==> src/core/rcw_pkg.sv <==
// Package for the reset and watchdog block: register map, fields, timing counts
package rcw_pkg;
  // Register byte addresses (Wishbone, one word each)
  localparam logic [7:0] RCW_MISC_ADDR   = 8'h0c; // Miscellaneous control/status
  localparam logic [7:0] RCW_IRQ_ST_ADDR = 8'h10; // Interrupt status
  localparam logic [7:0] RCW_IRQ_MK_ADDR = 8'h14; // Interrupt mask
  localparam logic [7:0] RCW_VEC_ADDR    = 8'h18; // Reset vector and cause
  // Field positions in the miscellaneous register
  localparam int RCW_POR_BIT  = 7;                // Power-on flag
  localparam int RCW_WATCHDOG_ENABLE_KICK_BIT = 0;                // Watchdog enable/kick
  localparam logic [7:0] RCW_MISC_MASK = 8'h81;   // Implemented bits
  // Interrupt status bits
  localparam int RCW_EV_POR  = 0;                 // Power-on reset seen
  localparam int RCW_EV_EXT  = 1;                 // External reset seen
  localparam int RCW_EV_WATCHDOG_ENABLE_KICK = 2;                 // Watchdog reset seen
  localparam logic [2:0] RCW_EV_MASK_RST = 3'h0;  // Mask reset value
  // Reset vector
  localparam logic [15:0] RCW_VEC_LO = 16'h1ffe;  // Vector low byte address
  localparam logic [15:0] RCW_VEC_HI = 16'h1fff;  // Vector high byte address
  // Timing (machine cycles)
  localparam int RCW_POR_SHORT = 16;              // Short power-on delay
  localparam int RCW_POR_LONG  = 4064;            // Long power-on delay
  localparam int RCW_PRE4      = 4;               // First watchdog prescaler
  localparam int RCW_PRE256    = 256;             // Second watchdog prescaler
  localparam logic [2:0] RCW_WD_FINAL = 3'h7;     // Watchdog final state
  localparam int RCW_DOG_PULSE_NS = 120;          // Minimum watchdog pulse, ns
  localparam int RCW_CLK_NS       = 40;           // Machine cycle, ns
  localparam logic [3:0] RCW_DOG_PULSE_CYC =
    4'((RCW_DOG_PULSE_NS + RCW_CLK_NS - 1) / RCW_CLK_NS); // Round up
  // Carrier for the reset controller state
  typedef enum logic [1:0] {
    RCW_ST_POR  = 2'b00,                          // Power-on delay
    RCW_ST_WAIT = 2'b01,                          // Waiting for pin high
    RCW_ST_RUN  = 2'b11,                          // Running
    RCW_ST_DOG  = 2'b10                           // Driving watchdog pulse
  } rcw_state_e;
  typedef struct packed {
    logic [1:0]  cause;                           // 0 por,1 ext,2 watchdog_enable_kick
    logic        core_rst;                        // Core held in reset
    logic        pin_drive;                       // Pull pin low
  } rcw_rst_s;
endpackage : rcw_pkg

==> src/core/rcw_top.sv <==
// Reset generation and operating-check watchdog with a Wishbone register port
//
// The Wishbone register port was left to the implementer.
`timescale 1ns/100ps
`default_nettype none
module rcw_top #(
  parameter int unsigned POR_LONG_CYC = rcw_pkg::RCW_POR_LONG, // Long delay count
  parameter bit          POR_LONG_SEL = 1'b1,                   // Option: long delay
  parameter bit          WATCHDOG_ENABLE_KICK_AUTO    = 1'b0                    // Option: auto enable
) (
  input  wire logic        clk_i,        // Machine clock 25 MHz
  input  wire logic        rst_i,        // Supply-rise detector, sync high
  input  wire logic        osc_ok_i,     // Oscillator active
  input  wire logic        pin_rst_n_i,  // Reset pin level, low active
  output logic             pin_rst_o,    // Pin output value (always 0)
  output logic             pin_rst_oe_n_o, // Pin drive, low = pulling
  input  wire logic        tmr_carry7_i, // Timer bit 7 carry pulse
  output logic             core_rst_o,   // Core reset, high active
  output logic             imask_set_o,  // Set interrupt mask bit
  output logic [15:0]      vec_addr_o,   // Vector fetch address
  output logic             irq_o,        // Level interrupt
  input  wire logic        wb_cyc_i,     // Wishbone cycle
  input  wire logic        wb_stb_i,     // Wishbone strobe
  input  wire logic        wb_we_i,      // Wishbone write
  input  wire logic [7:0]  wb_adr_i,     // Wishbone byte address
  input  wire logic [3:0]  wb_sel_i,     // Wishbone byte selects
  input  wire logic [31:0] wb_dat_i,     // Wishbone write data
  output logic [31:0]      wb_dat_o,     // Wishbone read data
  output logic             wb_ack_o      // Wishbone acknowledge
);
  import rcw_pkg::*;

  localparam logic [12:0] POR_CYC =
    POR_LONG_SEL ? 13'(POR_LONG_CYC) : 13'(RCW_POR_SHORT); // Chosen delay

  // Wrapped 8-bit field write helper
  function automatic logic wr_hit(input logic [7:0] a);
    wr_hit = wb_cyc_i && wb_stb_i && wb_we_i && !wb_ack_o && wb_sel_i[0]
             && (wb_adr_i == a);
  endfunction : wr_hit

  // Synchroniser stages for the pin
  logic        sync1_reg, sync1_next;  // First stage, read only by second
  logic        sync2_reg, sync2_next;  // Usable pin level
  // Reset controller state
  rcw_state_e  st_reg, st_next;        // Controller state
  logic [12:0] cnt_reg, cnt_next;      // Power-on and pulse counter
  rcw_rst_s    rs_reg, rs_next;        // Reset outputs bundle
  logic        imask_reg, imask_next;  // Mask-set pulse at release
  // Watchdog
  logic [1:0]  pre4_reg, pre4_next;    // Divide by 4
  logic [7:0]  pre256_reg, pre256_next; // Divide by 256
  logic [2:0]  wdc_reg, wdc_next;      // Step counter, fires at 7
  logic        wden_reg, wden_next;    // Watchdog enabled
  logic        wdfire;                 // Timeout this cycle
  // Registers
  logic        porf_reg, porf_next;    // Power-on flag
  logic [2:0]  ist_reg, ist_next;      // Sticky event status
  logic [2:0]  imk_reg, imk_next;      // Event mask
  logic        irq_reg, irq_next;      // Interrupt output
  logic        ack_reg, ack_next;      // Bus acknowledge
  logic [31:0] dat_reg, dat_next;      // Bus read data
  logic [2:0]  ev;                     // Event pulses

  // Pin synchroniser next values
  always_comb begin
    sync1_next = pin_rst_n_i;
    sync2_next = sync1_reg;
  end

  // Reset sequencing: the pin is re-read through the synchroniser, so any low
  // level sampled at a clock edge reaches the state machine two cycles later
  always_comb begin
    st_next    = st_reg;
    cnt_next   = cnt_reg;
    rs_next    = rs_reg;
    imask_next = 1'b0;
    ev         = 3'h0;
    unique case (st_reg)
      RCW_ST_POR: begin
        rs_next.pin_drive = 1'b1;
        rs_next.core_rst  = 1'b1;
        if (osc_ok_i) begin            // Count from oscillator start
          if (cnt_reg >= POR_CYC - 13'h1) begin
            rs_next.pin_drive = 1'b0;
            st_next  = RCW_ST_WAIT;
            cnt_next = 13'h0;
          end else begin
            cnt_next = cnt_reg + 13'h1;
          end
        end
      end
      RCW_ST_WAIT: begin
        rs_next.pin_drive = 1'b0;
        // Pin may still be held low by outside circuitry
        if (sync2_reg) begin
          st_next          = RCW_ST_RUN;
          rs_next.core_rst = 1'b0;
          imask_next       = 1'b1;
        end
      end
      RCW_ST_RUN: begin
        if (wdfire) begin
          st_next           = RCW_ST_DOG;
          cnt_next          = 13'h0;
          rs_next.core_rst  = 1'b1;
          rs_next.pin_drive = 1'b1;
          rs_next.cause     = 2'd2;
          ev[RCW_EV_WATCHDOG_ENABLE_KICK]   = 1'b1;
        end else if (!sync2_reg) begin // External reset, on far side
          st_next          = RCW_ST_WAIT;
          rs_next.core_rst = 1'b1;
          rs_next.cause    = 2'd1;
          ev[RCW_EV_EXT]   = 1'b1;
        end
      end
      RCW_ST_DOG: begin
        // Count only while the pin is really seen low
        if (!sync2_reg) begin
          if (cnt_reg >= 13'(RCW_DOG_PULSE_CYC) - 13'h1) begin
            rs_next.pin_drive = 1'b0;
            st_next = RCW_ST_WAIT;
          end else begin
            cnt_next = cnt_reg + 13'h1;
          end
        end
      end
      default: begin
        st_next = RCW_ST_POR;
      end
    endcase
  end

  // Watchdog chain: prescalers always run on timer carries
  always_comb begin
    pre4_next   = pre4_reg;
    pre256_next = pre256_reg;
    wdc_next    = wdc_reg;
    wden_next   = wden_reg;
    wdfire      = 1'b0;
    if (tmr_carry7_i) begin
      pre4_next = pre4_reg + 2'h1;
      if (pre4_reg == 2'(RCW_PRE4 - 1)) begin
        pre256_next = pre256_reg + 8'h1;
        if (pre256_reg == 8'(RCW_PRE256 - 1) && wden_reg) begin
          wdc_next = wdc_reg + 3'h1;
        end
      end
    end
    if (wden_reg && wdc_reg == RCW_WD_FINAL && st_reg == RCW_ST_RUN) begin
      wdfire = 1'b1;
    end
    if (wr_hit(RCW_MISC_ADDR) && wb_dat_i[RCW_WATCHDOG_ENABLE_KICK_BIT]) begin
      wden_next = 1'b1;                // zero is ignored
      wdc_next  = 3'h0;
    end
    if (rs_reg.core_rst) begin
      wdc_next  = 3'h0;
      wden_next = WATCHDOG_ENABLE_KICK_AUTO;
    end
  end

  // Register file and interrupt logic
  always_comb begin
    porf_next = porf_reg;
    ist_next  = ist_reg;
    imk_next  = imk_reg;
    ack_next  = 1'b0;
    dat_next  = dat_reg;
    if (wr_hit(RCW_MISC_ADDR) && !wb_dat_i[RCW_POR_BIT]) begin
      porf_next = 1'b0;                // software cannot set it
    end
    if (wr_hit(RCW_IRQ_ST_ADDR)) begin
      ist_next = ist_reg & ~wb_dat_i[2:0];
    end
    if (wr_hit(RCW_IRQ_MK_ADDR)) begin
      imk_next = wb_dat_i[2:0];
    end
    ist_next = ist_next | ev;          // Set wins over clear
    if (st_reg == RCW_ST_POR) begin
      porf_next = 1'b1;
      ist_next[RCW_EV_POR] = 1'b1;
    end
    irq_next = |(ist_next & imk_next);
    if (wb_cyc_i && wb_stb_i && !wb_ack_o) begin
      ack_next = 1'b1;
      unique case (wb_adr_i)
        RCW_MISC_ADDR:   dat_next = {24'h0, porf_reg, 6'h0, wden_reg};
        RCW_IRQ_ST_ADDR: dat_next = {29'h0, ist_reg};
        RCW_IRQ_MK_ADDR: dat_next = {29'h0, imk_reg};
        RCW_VEC_ADDR:    dat_next = {14'h0, rs_reg.cause, RCW_VEC_LO};
        default:         dat_next = 32'h0;   // Unmapped reads zero
      endcase
    end
  end

  // State registers
  always_ff @(posedge clk_i) begin
    sync1_reg <= sync1_next;
    sync2_reg <= sync2_next;
    if (rst_i) begin
      st_reg     <= RCW_ST_POR;
      cnt_reg    <= 13'h0;
      rs_reg     <= '{cause: 2'd0, core_rst: 1'b1, pin_drive: 1'b1};
      imask_reg  <= 1'b0;
      pre4_reg   <= 2'h0;
      pre256_reg <= 8'h0;
      wdc_reg    <= 3'h0;
      wden_reg   <= 1'b0;
      porf_reg   <= 1'b1;
      ist_reg    <= 3'h0;
      imk_reg    <= RCW_EV_MASK_RST;
      irq_reg    <= 1'b0;
      ack_reg    <= 1'b0;
      dat_reg    <= 32'h0;
    end else begin
      st_reg     <= st_next;
      cnt_reg    <= cnt_next;
      rs_reg     <= rs_next;
      imask_reg  <= imask_next;
      pre4_reg   <= pre4_next;
      pre256_reg <= pre256_next;
      wdc_reg    <= wdc_next;
      wden_reg   <= wden_next;
      porf_reg   <= porf_next;
      ist_reg    <= ist_next;
      imk_reg    <= imk_next;
      irq_reg    <= irq_next;
      ack_reg    <= ack_next;
      dat_reg    <= dat_next;
    end
  end

  // Outputs straight from flops, except the constant pin value and vector address
  assign pin_rst_o      = 1'b0;        // Open drain: only ever pulls low
  assign pin_rst_oe_n_o = ~rs_reg.pin_drive;
  assign core_rst_o     = rs_reg.core_rst;
  assign imask_set_o    = imask_reg;
  assign vec_addr_o     = RCW_VEC_LO;
  assign irq_o          = irq_reg;
  assign wb_ack_o       = ack_reg;
  assign wb_dat_o       = dat_reg;

  // Pin pulled for the whole power-on delay
  por_drive_a: assert property (@(posedge clk_i) disable iff (rst_i)
    st_reg == RCW_ST_POR && $past(st_reg) == RCW_ST_POR |-> !pin_rst_oe_n_o)
    else $error("pin not driven in power-on");
  // Core stays in reset while the pin is seen low
  hold_low_a: assert property (@(posedge clk_i) disable iff (rst_i)
    st_reg == RCW_ST_WAIT && !sync2_reg |=> core_rst_o)
    else $error("core left reset while pin low");
  // Pin seen high releases the core on the next cycle
  resume_a: assert property (@(posedge clk_i) disable iff (rst_i)
    st_reg == RCW_ST_WAIT && sync2_reg |=> !core_rst_o && imask_set_o)
    else $error("no resume after pin high");
  // Software can never raise the power flag
  porflag_a: assert property (@(posedge clk_i) disable iff (rst_i)
    !porf_reg && st_reg != RCW_ST_POR |=> !porf_reg)
    else $error("power flag set by software");
  // Once enabled, only a core reset turns the watchdog off
  noff_a: assert property (@(posedge clk_i) disable iff (rst_i)
    wden_reg && !core_rst_o |=> wden_reg)
    else $error("watchdog disabled");
  // A kick returns the counter to zero
  kick_a: assert property (@(posedge clk_i) disable iff (rst_i)
    wr_hit(RCW_MISC_ADDR) && wb_dat_i[0] |=> wdc_reg == 3'h0)
    else $error("kick did not clear counter");
  // Final state fires a chip reset and pulls the pin
  fire_a: assert property (@(posedge clk_i) disable iff (rst_i)
    st_reg == RCW_ST_RUN && wden_reg && wdc_reg == 3'h7 |=> core_rst_o && !pin_rst_oe_n_o)
    else $error("no watchdog reset at final state");
  // Watchdog pulse lasts at least the minimum length
  dogpulse_a: assert property (@(posedge clk_i) disable iff (rst_i)
    $rose(st_reg == RCW_ST_DOG) |-> !pin_rst_oe_n_o [*3])
    else $error("watchdog pulse too short");
  // Interrupt follows last cycle's status and mask; reset cycle excluded
  irq_lvl_a: assert property (@(posedge clk_i) disable iff (rst_i)
    !$past(rst_i) |-> irq_o == |($past(ist_next) & $past(imk_next)))
    else $error("interrupt level wrong");
  // Core held in reset throughout the power-on state
  core_por_a: assert property (@(posedge clk_i) disable iff (rst_i)
    st_reg == RCW_ST_POR |-> core_rst_o)
    else $error("core free during power-on");
  // Delay counter frozen until the oscillator runs
  por_freeze_a: assert property (@(posedge clk_i) disable iff (rst_i)
    st_reg == RCW_ST_POR && !osc_ok_i |=> cnt_reg == $past(cnt_reg))
    else $error("delay counted without oscillator");
  // Last delay count releases the pin
  por_end_a: assert property (@(posedge clk_i) disable iff (rst_i)
    st_reg == RCW_ST_POR && osc_ok_i && cnt_reg == POR_CYC - 13'h1
    |=> st_reg == RCW_ST_WAIT && pin_rst_oe_n_o)
    else $error("power-on delay end wrong");
  // Power flag set while in power-on
  porf_set_a: assert property (@(posedge clk_i) disable iff (rst_i)
    st_reg == RCW_ST_POR |=> porf_reg)
    else $error("power flag not set");
  // Mask-set pulse marks every release
  mask_rel_a: assert property (@(posedge clk_i) disable iff (rst_i)
    $fell(core_rst_o) |-> imask_set_o)
    else $error("no mask pulse at release");
  // Mask-set is a single-cycle pulse
  mask_pulse_a: assert property (@(posedge clk_i) disable iff (rst_i)
    imask_set_o |=> !imask_set_o)
    else $error("mask pulse too long");
  // Outside pulls are never driven back by the device
  wait_nodrv_a: assert property (@(posedge clk_i) disable iff (rst_i)
    st_reg == RCW_ST_WAIT |-> pin_rst_oe_n_o)
    else $error("pin pulled while waiting");
  // Running means pin released and core free
  run_free_a: assert property (@(posedge clk_i) disable iff (rst_i)
    st_reg == RCW_ST_RUN |-> pin_rst_oe_n_o && !core_rst_o)
    else $error("running state outputs wrong");
  // Second flop only ever copies the first
  sync_chain_a: assert property (@(posedge clk_i) disable iff (rst_i)
    !$past(rst_i) |-> sync2_reg == $past(sync1_reg))
    else $error("synchroniser chain broken");
  // Pin seen low in run starts an outside reset
  ext_enter_a: assert property (@(posedge clk_i) disable iff (rst_i)
    st_reg == RCW_ST_RUN && !sync2_reg && !wdfire |=> core_rst_o && st_reg == RCW_ST_WAIT)
    else $error("outside reset missed");
  // Outside reset records its cause
  cause_ext_a: assert property (@(posedge clk_i) disable iff (rst_i)
    ev[RCW_EV_EXT] |=> rs_reg.cause == 2'd1 && ist_reg[RCW_EV_EXT])
    else $error("outside cause not kept");
  // Watchdog reset records its cause; set beats clear
  cause_dog_a: assert property (@(posedge clk_i) disable iff (rst_i)
    ev[RCW_EV_WATCHDOG_ENABLE_KICK] |=> rs_reg.cause == 2'd2 && ist_reg[RCW_EV_WATCHDOG_ENABLE_KICK])
    else $error("watchdog cause not kept");
  // Core held while the watchdog pulse runs
  dog_core_a: assert property (@(posedge clk_i) disable iff (rst_i)
    st_reg == RCW_ST_DOG |-> core_rst_o)
    else $error("core free during watchdog pulse");
  // Pin not yet seen low keeps the pulse going
  dog_hold_a: assert property (@(posedge clk_i) disable iff (rst_i)
    st_reg == RCW_ST_DOG && sync2_reg |=> st_reg == RCW_ST_DOG && !pin_rst_oe_n_o)
    else $error("pulse ended before pin seen low");
  // Pulse ends after the pin was seen low long enough
  dog_end_a: assert property (@(posedge clk_i) disable iff (rst_i)
    st_reg == RCW_ST_DOG && !sync2_reg && cnt_reg == 13'(RCW_DOG_PULSE_CYC) - 13'h1
    |=> st_reg == RCW_ST_WAIT && pin_rst_oe_n_o)
    else $error("pulse not released");
  // Any core reset restores the option and clears the count
  wd_opt_a: assert property (@(posedge clk_i) disable iff (rst_i)
    core_rst_o |=> wden_reg == WATCHDOG_ENABLE_KICK_AUTO && wdc_reg == 3'h0)
    else $error("watchdog not restored");
  // A disabled watchdog never counts
  wd_idle_a: assert property (@(posedge clk_i) disable iff (rst_i)
    !wden_reg |=> wdc_reg == 3'h0)
    else $error("disabled watchdog counted");
  // Counter steps only on a timer carry
  wd_carry_a: assert property (@(posedge clk_i) disable iff (rst_i)
    wdc_reg != $past(wdc_reg) && wdc_reg != 3'h0 |-> $past(tmr_carry7_i))
    else $error("counter stepped without carry");
  // Counter steps only when both prescalers wrap
  wd_pre_a: assert property (@(posedge clk_i) disable iff (rst_i)
    wdc_reg != $past(wdc_reg) && wdc_reg != 3'h0
    |-> $past(pre4_reg) == 2'h3 && $past(pre256_reg) == 8'hff)
    else $error("counter stepped off prescale");
  // Acknowledge is a single-cycle pulse
  ack_pulse_a: assert property (@(posedge clk_i) disable iff (rst_i)
    wb_ack_o |=> !wb_ack_o)
    else $error("acknowledge held");
  // Every request answered on the next cycle
  ack_next_a: assert property (@(posedge clk_i) disable iff (rst_i)
    wb_cyc_i && wb_stb_i && !wb_ack_o |=> wb_ack_o)
    else $error("request not answered");
endmodule : rcw_top
`default_nettype wire

==> config.mk <==
export PLATFORM = sky130hd
export DESIGN_NAME = rcw_top
export DESIGN_NICKNAME = d
export VERILOG_FILES = /design/src/core/rcw_pkg.sv /design/src/core/rcw_top.sv
export SDC_FILE = /design/constraint.sdc
export NUM_CORES = 1
export LEC_CHECK = 0
export ABC_AREA = 1
export BUFFER_PORTS_ARGS = -buffer_cell sky130_fd_sc_hd__clkbuf_2
export CAP_MARGIN = 20
export CORE_ASPECT_RATIO = 0.9
export CORE_MARGIN = 4
export CORE_UTILIZATION = 45
export DETAILED_ROUTE_END_ITERATION = 10
export PLACE_DENSITY = 0.83
export SYNTH_ARGS = -nofsm -noshare
export SYNTH_HDL_FRONTEND = slang
export SYNTH_SLANG_ARGS = --single-unit
export TNS_END_PERCENT = 50
==> constraint.sdc <==
create_clock -name clk_i -period 1.75 [get_ports clk_i]
set_clock_uncertainty 0.1 [all_clocks]
set_input_delay 0.175 -clock clk_i [delete_from_list [all_inputs] [get_ports clk_i]]
set_output_delay 0.175 -clock clk_i [all_outputs]
set_load 0.03 [all_outputs]
==> results of run 1 <==
-- worst reg2reg max path, stage by stage (launching register included) --
cell and delay, ns:
dfxtp_2 0.35, inv_4 0.07, ha_4 0.14, inv_2 0.04, nor2_2 0.07, nand2_1 0.07, nor2_2 0.12, nand2_2 0.08
nand2_4 0.10, nand2_8 0.08, inv_8 0.07, nand3_4 0.08, nand2_4 0.10, clkbuf_16 0.16, nor2_2 0.03
-- kinds of logic (layout without fill, tap and decap cells) --
logic type	after synthesis	in the layout	share of synthesized area
AND/OR/NAND/NOR	227	227	0.330
buffers and inverters	103	132	0.189
flip-flops	52	52	0.348
AO/OA/AOI/OAI	44	44	0.0779
adder cells (fa/ha/maj)	11	11	0.0461
other	2	34	0.00251
XOR/XNOR	2	2	0.00586
-- Yosys cell counts --
cell type,number,area share
inv_2,2,0.0025
o21bai_1,3,0.0075
nand3_2,1,0.0034
clkbuf_1,3,0.0038
nand3b_1,1,0.0025
buf_4,42,0.11
buf_6,1,0.0038
o21ai_1,2,0.0034
a21oi_1,22,0.037
or2_2,1,0.0021
xor2_1,1,0.0029
o21ai_0,15,0.025
nand2_2,6,0.013
nand2_4,2,0.0075
conb_1,2,0.0025
nand2_1,108,0.14
inv_4,1,0.0021
nor2_2,11,0.023
nand4_1,5,0.010
nor2_1,54,0.068
a21boi_0,1,0.0025
inv_1,53,0.067
nor4_1,1,0.0021
nand3_1,30,0.050
o211ai_1,1,0.0025
buf_8,1,0.0050
dfxtp_1,52,0.35
ha_1,11,0.046
nor3_1,6,0.010
nor3b_1,1,0.0025
xnor2_1,1,0.0029
-- what timing repair did --
action,4_1_cts,5_1_grt
hold buffers,1,0
pin swaps,2,15
setup buffers,0,3
endpoints found under the setup margin,14,18
gates resized for setup,8,45
hold endpoints to repair,1,0
cloned,0,1
-- cells in the final DEF (no fill, tap or decap), types with 13 or more instances in the layout --
cell type	instances
nand2_1	102
dfxtp_1	45
conb_1	34
clkbuf_2	40
nor2_1	50
inv_1	44
nand3_1	28
nor2_2	13
buf_4	22
a21oi_1	21
-- final timing paths --
| check | endpoint | cells after the start |
|---|---|---|
| max reg2reg | cnt_reg[11] | 14 |
| min | porf_reg | 3 |
| max | cnt_reg[11] | 14 |
| min reg2reg | sync2_reg | 0 |
-- final cells by class --
cell class                 instances  area [um^2]
timing repair buffer              68          454
sequential                        52         1050
clock buffer                       7         86.3
inverter                          56          223
clock inverter                     1         7.51
multi-input combinational        318         1610
fill                             563         2740
tap                               87          109
-- routing by layer --
layer  global-route usage  wire length (um)  vias up
met4               0.0472               161        0
met2                0.282              3170      104
met1                0.182              2730     1227
met5                    0                 0        -
met3               0.0284               527       17
li1                     -                 -     1419
-- power groups by stage --
stage | logic (mW) | clock network (mW) | registers, mW
2_1_floorplan | 0.367 | 0 | 1.34
3_3_place_gp | 0.461 | 0 | 1.31
3_5_place_dp | 0.478 | 0 | 1.32
4_1_cts | 0.487 | 0.720 | 1.29
5_1_grt | 0.615 | 0.762 | 1.31
6_report | 0.558 | 0.703 | 1.30
==> flow_metrics.env, run 1 <==
export IMPL_start_util=0.476
export IMPL_violations="negative setup slack"
export IMPL_htree_levels=2
export IMPL_grt_pass1_vias=2492
export IMPL_pre_cts_ws_ns=-0.0704
export IMPL_root_buffer="clkbuf_8"
export IMPL_critPathMaxFanout=7
export IMPL_gp_congestion=0.863
export IMPL_clockBufferDepth=2
export IMPL_hp_class="input pin to register"
export IMPL_synth_area_mm2=0.00299
export IMPL_power_mw=2.56
export IMPL_place_area_mm2=0.00325
export IMPL_port_buffers=40
export IMPL_fin_crit_ns=1.78
export IMPL_cp_startpoint="st_reg[0]"
export IMPL_grtUsageTotal=0.155
export IMPL_dr_pass1_iters=4
export IMPL_cts_sinks=52
export IMPL_dp_hpwl_um=4820
export IMPL_fin_nets=564
export IMPL_tns_ns=-0.183
export IMPL_r2r_setup_slack_ns=-0.03
export IMPL_cpPeakStageDelay_ns=0.35
export IMPL_grt_pass1_wl_um=10300
export IMPL_largest_reg_flops=13
export IMPL_cp_num_buf_inv=4
export IMPL_crit_top_cell="nor2_2"
export IMPL_fin_cells=589
export IMPL_fin_crit_sh=1.02
export IMPL_syn2layout_area_growth_pct=18.5
export IMPL_required_ns=1.85
export IMPL_min_from="wb_dat_i[7]"
export IMPL_grt_max_degree=24
export IMPL_ir_drop_v=0.000300
export IMPL_placed_cells=576
export IMPL_ys_seq_elements=52
export IMPL_timing_hold_ws_ns=0.0171
export IMPL_syn_inst=441
export IMPL_num_vias=2767
export IMPL_syn_area_per_cell_um2=6.78
export IMPL_ant_nets=0
export IMPL_synth_cell_types=31
export IMPL_power_density_mw_per_mm2=723
export IMPL_worstReg2RegStart="st_reg[0]"
export IMPL_vias_per_cell=4.70
export IMPL_slew_viol_final=0
export IMPL_die_h_um=85.3
export IMPL_combPwrFrac=0.218
export IMPL_drcViolationCount=0
export IMPL_routed_wl_um=6580
export IMPL_setup_ws_ns=-0.0290
export IMPL_cts_tree="yes"
export IMPL_wl_per_cell_um=11.2
export IMPL_final_layout_size_suffix_gt1_frac=0.267
export IMPL_fin_util=0.563
export IMPL_cts_made_buffers=5
export IMPL_hold_viol=0
export IMPL_synth_seq_area_share=0.348
export IMPL_worstPathArrival_ns=1.87
export IMPL_crit_slowest_cell="dfxtp_2"
export IMPL_status="finished with violations"
export IMPL_die_w_um=93.9
export IMPL_grt_ovfl_total=0
export IMPL_clk_pin_slew_ns=0.09
export IMPL_dieArea_mm2=0.00801
export IMPL_rsz0062_at_grt="true"
export IMPL_end_kind="register"
export IMPL_path_delay_family="simple AND/OR/NAND/NOR gates"
export IMPL_pwr_share_seq=0.508
export IMPL_finalSetupViolations=10
export IMPL_cp_cell_sequence="inv_4 > ha_4 > inv_2 > nor2_2 > nand2_1 > nor2_2 > nand2_2 > nand2_4 > nand2_8 > inv_8 > nand3_4 > nand2_4 > clkbuf_16 > nor2_2"
export IMPL_worstSetupStartpointType="register"
export IMPL_switching_share=0.313
export IMPL_fin_area_mm2=0.00354
export IMPL_diodes=0
export IMPL_dr_first_iter_drc_count=164
export IMPL_leakagePower_nw=1.66
export IMPL_fmax_ghz=0.562
export IMPL_critPathKind="register to register"
export IMPL_core_mm2=0.00628
export IMPL_p_clk_frac=0.274
export IMPL_antenna_found_initial=0
export IMPL_p_switching_mw=0.800
export IMPL_pin_count=106
export IMPL_yosysWarnings=0
export IMPL_max_cap_violations=0
export IMPL_rows=27
export IMPL_internal_power_mw=1.76
export IMPL_clkLatencyLatePin_ns=0.30
Power figures use the tool's default switching activity.
==> run 2, diff against run 1 <==
--- a/config.mk
+++ b/config.mk
@@ -12,7 +12,7 @@
 export CORE_MARGIN = 4
 export CORE_UTILIZATION = 45
 export DETAILED_ROUTE_END_ITERATION = 10
-export PLACE_DENSITY = 0.83
+export PLACE_DENSITY_LB_ADDON = 0.12
 export SYNTH_ARGS = -nofsm -noshare
 export SYNTH_HDL_FRONTEND = slang
 export SYNTH_SLANG_ARGS = --single-unit
==> run 2 against run 1 <==
The flow still finishes with violations (negative setup slack). Highest routed layer unchanged. Critical endpoint is now cnt_reg[0]. Largest cell class unchanged. Routed wire length decreased by 5.1%. Via count decreased by 5.9%. Core utilization up 0.16 points. Flip-flop and latch count unchanged. Combinational power increased by 2%. Clock power about the same. Global-route usage down 0.13 points.
==> flow_metrics.env, run 2 (same netlist as run 1, synthesis figures left out) <==
export IMPL_status="finished with violations"
export IMPL_violations="negative setup slack"
export IMPL_fin_area_mm2=0.00355
export IMPL_root_buffer="clkbuf_8"
export IMPL_critPathKind="register to register"
export IMPL_place_area_mm2=0.00327
export IMPL_htree_levels=2
export IMPL_cts_made_buffers=5
export IMPL_routed_wl_um=6250
export IMPL_fin_crit_sh=1.01
export IMPL_num_vias=2605
export IMPL_dp_hpwl_um=4790
export IMPL_rows=27
export IMPL_cp_startpoint="st_reg[0]"
export IMPL_leakagePower_nw=1.69
export IMPL_end_kind="register"
export IMPL_clk_pin_slew_ns=0.09
export IMPL_vias_per_cell=4.39
export IMPL_grt_pass1_wl_um=10200
export IMPL_ir_drop_v=0.000401
export IMPL_start_util=0.476
export IMPL_worstSetupStartpointType="register"
export IMPL_required_ns=1.86
export IMPL_dieArea_mm2=0.00801
export IMPL_antenna_found_initial=0
export IMPL_worstPathArrival_ns=1.87
export IMPL_fin_util=0.565
export IMPL_diodes=0
export IMPL_port_buffers=40
export IMPL_max_cap_violations=0
export IMPL_grtUsageTotal=0.153
export IMPL_clockBufferDepth=2
export IMPL_fmax_ghz=0.568
export IMPL_grt_max_degree=24
export IMPL_largest_reg_flops=13
export IMPL_drcViolationCount=0
export IMPL_slew_viol_final=0
export IMPL_die_w_um=93.9
export IMPL_hp_class="input pin to register"
export IMPL_power_density_mw_per_mm2=720
export IMPL_syn2layout_area_growth_pct=18.8
export IMPL_dr_first_iter_drc_count=107
export IMPL_critPathMaxFanout=6
export IMPL_fin_nets=569
export IMPL_pin_count=106
export IMPL_finalSetupViolations=5
export IMPL_die_h_um=85.3
export IMPL_fin_crit_ns=1.76
export IMPL_worstReg2RegStart="st_reg[0]"
export IMPL_grt_pass1_vias=2315
export IMPL_ant_nets=0
export IMPL_dr_pass1_iters=4
export IMPL_grt_ovfl_total=0
export IMPL_cts_sinks=52
export IMPL_rsz0062_at_grt="true"
export IMPL_core_mm2=0.00628
export IMPL_clkLatencyLatePin_ns=0.30
export IMPL_setup_ws_ns=-0.00927
export IMPL_gp_congestion=0.812
export IMPL_layout_common_cells="nand2_1 (104), nor2_1 (48), inv_1 (46), dfxtp_1 (46), clkbuf_2 (40)"
export IMPL_layout_commonest_cell="nand2_1"
export IMPL_hold_viol=0
export IMPL_min_from="tmr_carry7_i"
export IMPL_wl_per_cell_um=10.5
export IMPL_cts_tree="yes"
export IMPL_final_layout_size_suffix_gt1_frac=0.264
==> run 2: cell count changes in the layout (fill, tap and decap cells not counted), moves of 2 or more <==
| cell | before | now |
|---|---|---|
| buf_4 | 22 | 29 |
| nand2_2 | 11 | 9 |
| nor2_1 | 50 | 48 |
| inv_1 | 44 | 46 |
| o21ai_0 | 11 | 14 |
| buf_6 | 3 | 1 |
| dfxtp_2 | 7 | 5 |
| o21ai_1 | 5 | 2 |
| nand2_1 | 102 | 104 |
==> run 2: power by group <==
part           leakage (nW)  internal [mW]  switching [mW]
Combinational          1.22          0.208           0.358
Clock                0.0445          0.322           0.378
Sequential            0.424           1.24          0.0467
Total                  1.69           1.77           0.783
==> run 2: per-layer routing <==
metal	vias up	track usage	part of all wire
met1	1117	0.209	0.48
met3	2	0.0355	0.064
met5	-	0	0
met2	63	0.245	0.45
li1	1423	-	-
met4	0	0.0354	0.0030
==> run 2: final timing paths <==
path | endpoint | slack, ns | cells past startpoint
worst min register to register | sync2_reg | 0.23 | 0
worst max-delay path | cnt_reg[0] | -0.009 | 14
worst max register to register | cnt_reg[0] | -0.009 | 14
worst min-delay path | pre4_reg[1] | 0.01 | 2
==> run 2: final cells by class <==
class / instances / area, um^2
clock buffers: 7 / 86.3
clock inverters: 1 / 7.51
fillers: 652 / 2730
inverters: 56 / 215
multi-input cells: 318 / 1600
flip-flops and latches: 52 / 1050
well taps: 87 / 109
repair buffers: 73 / 484
==> run 2: metrics by stage <==
stage               std cells  TNS, ns  total power [mW]  setup WS, ns  hold slack (ns)
floorplan                 473        0              1.70       0.00281            0.103
global placement          579   -0.333              1.80       -0.0352            0.177
detailed placement        579   -0.801              1.81       -0.0766            0.179
CTS                       588   -0.489              2.52       -0.0493         0.000457
global route              594    -1.35              2.71        -0.119           0.0247
finish                    594  -0.0303              2.55      -0.00927           0.0102
==> run 2: worst max-delay path: stages (launching register included) <==
cell and delay (ns):
dfxtp_2 0.33, inv_2 0.09, ha_4 0.16, inv_4 0.04
nor2_4 0.06, nand2_1 0.06, nor2_2 0.13, nand2_2 0.08
nand2_4 0.08, nand2_4 0.08, inv_4 0.08, nand3_4 0.08
nand2_4 0.10, clkbuf_16 0.15, nor2_1 0.04
==> run 2: repair_timing <==
action / CTS / global route
buffers inserted: 0 / 5
resized for setup: 2 / 39
pin swaps: 0 / 12
hold buffers: 1 / 0
endpoints found under the setup margin: 12 / 17
cloned: 0 / 1
endpoints found under the hold margin: 1 / 0
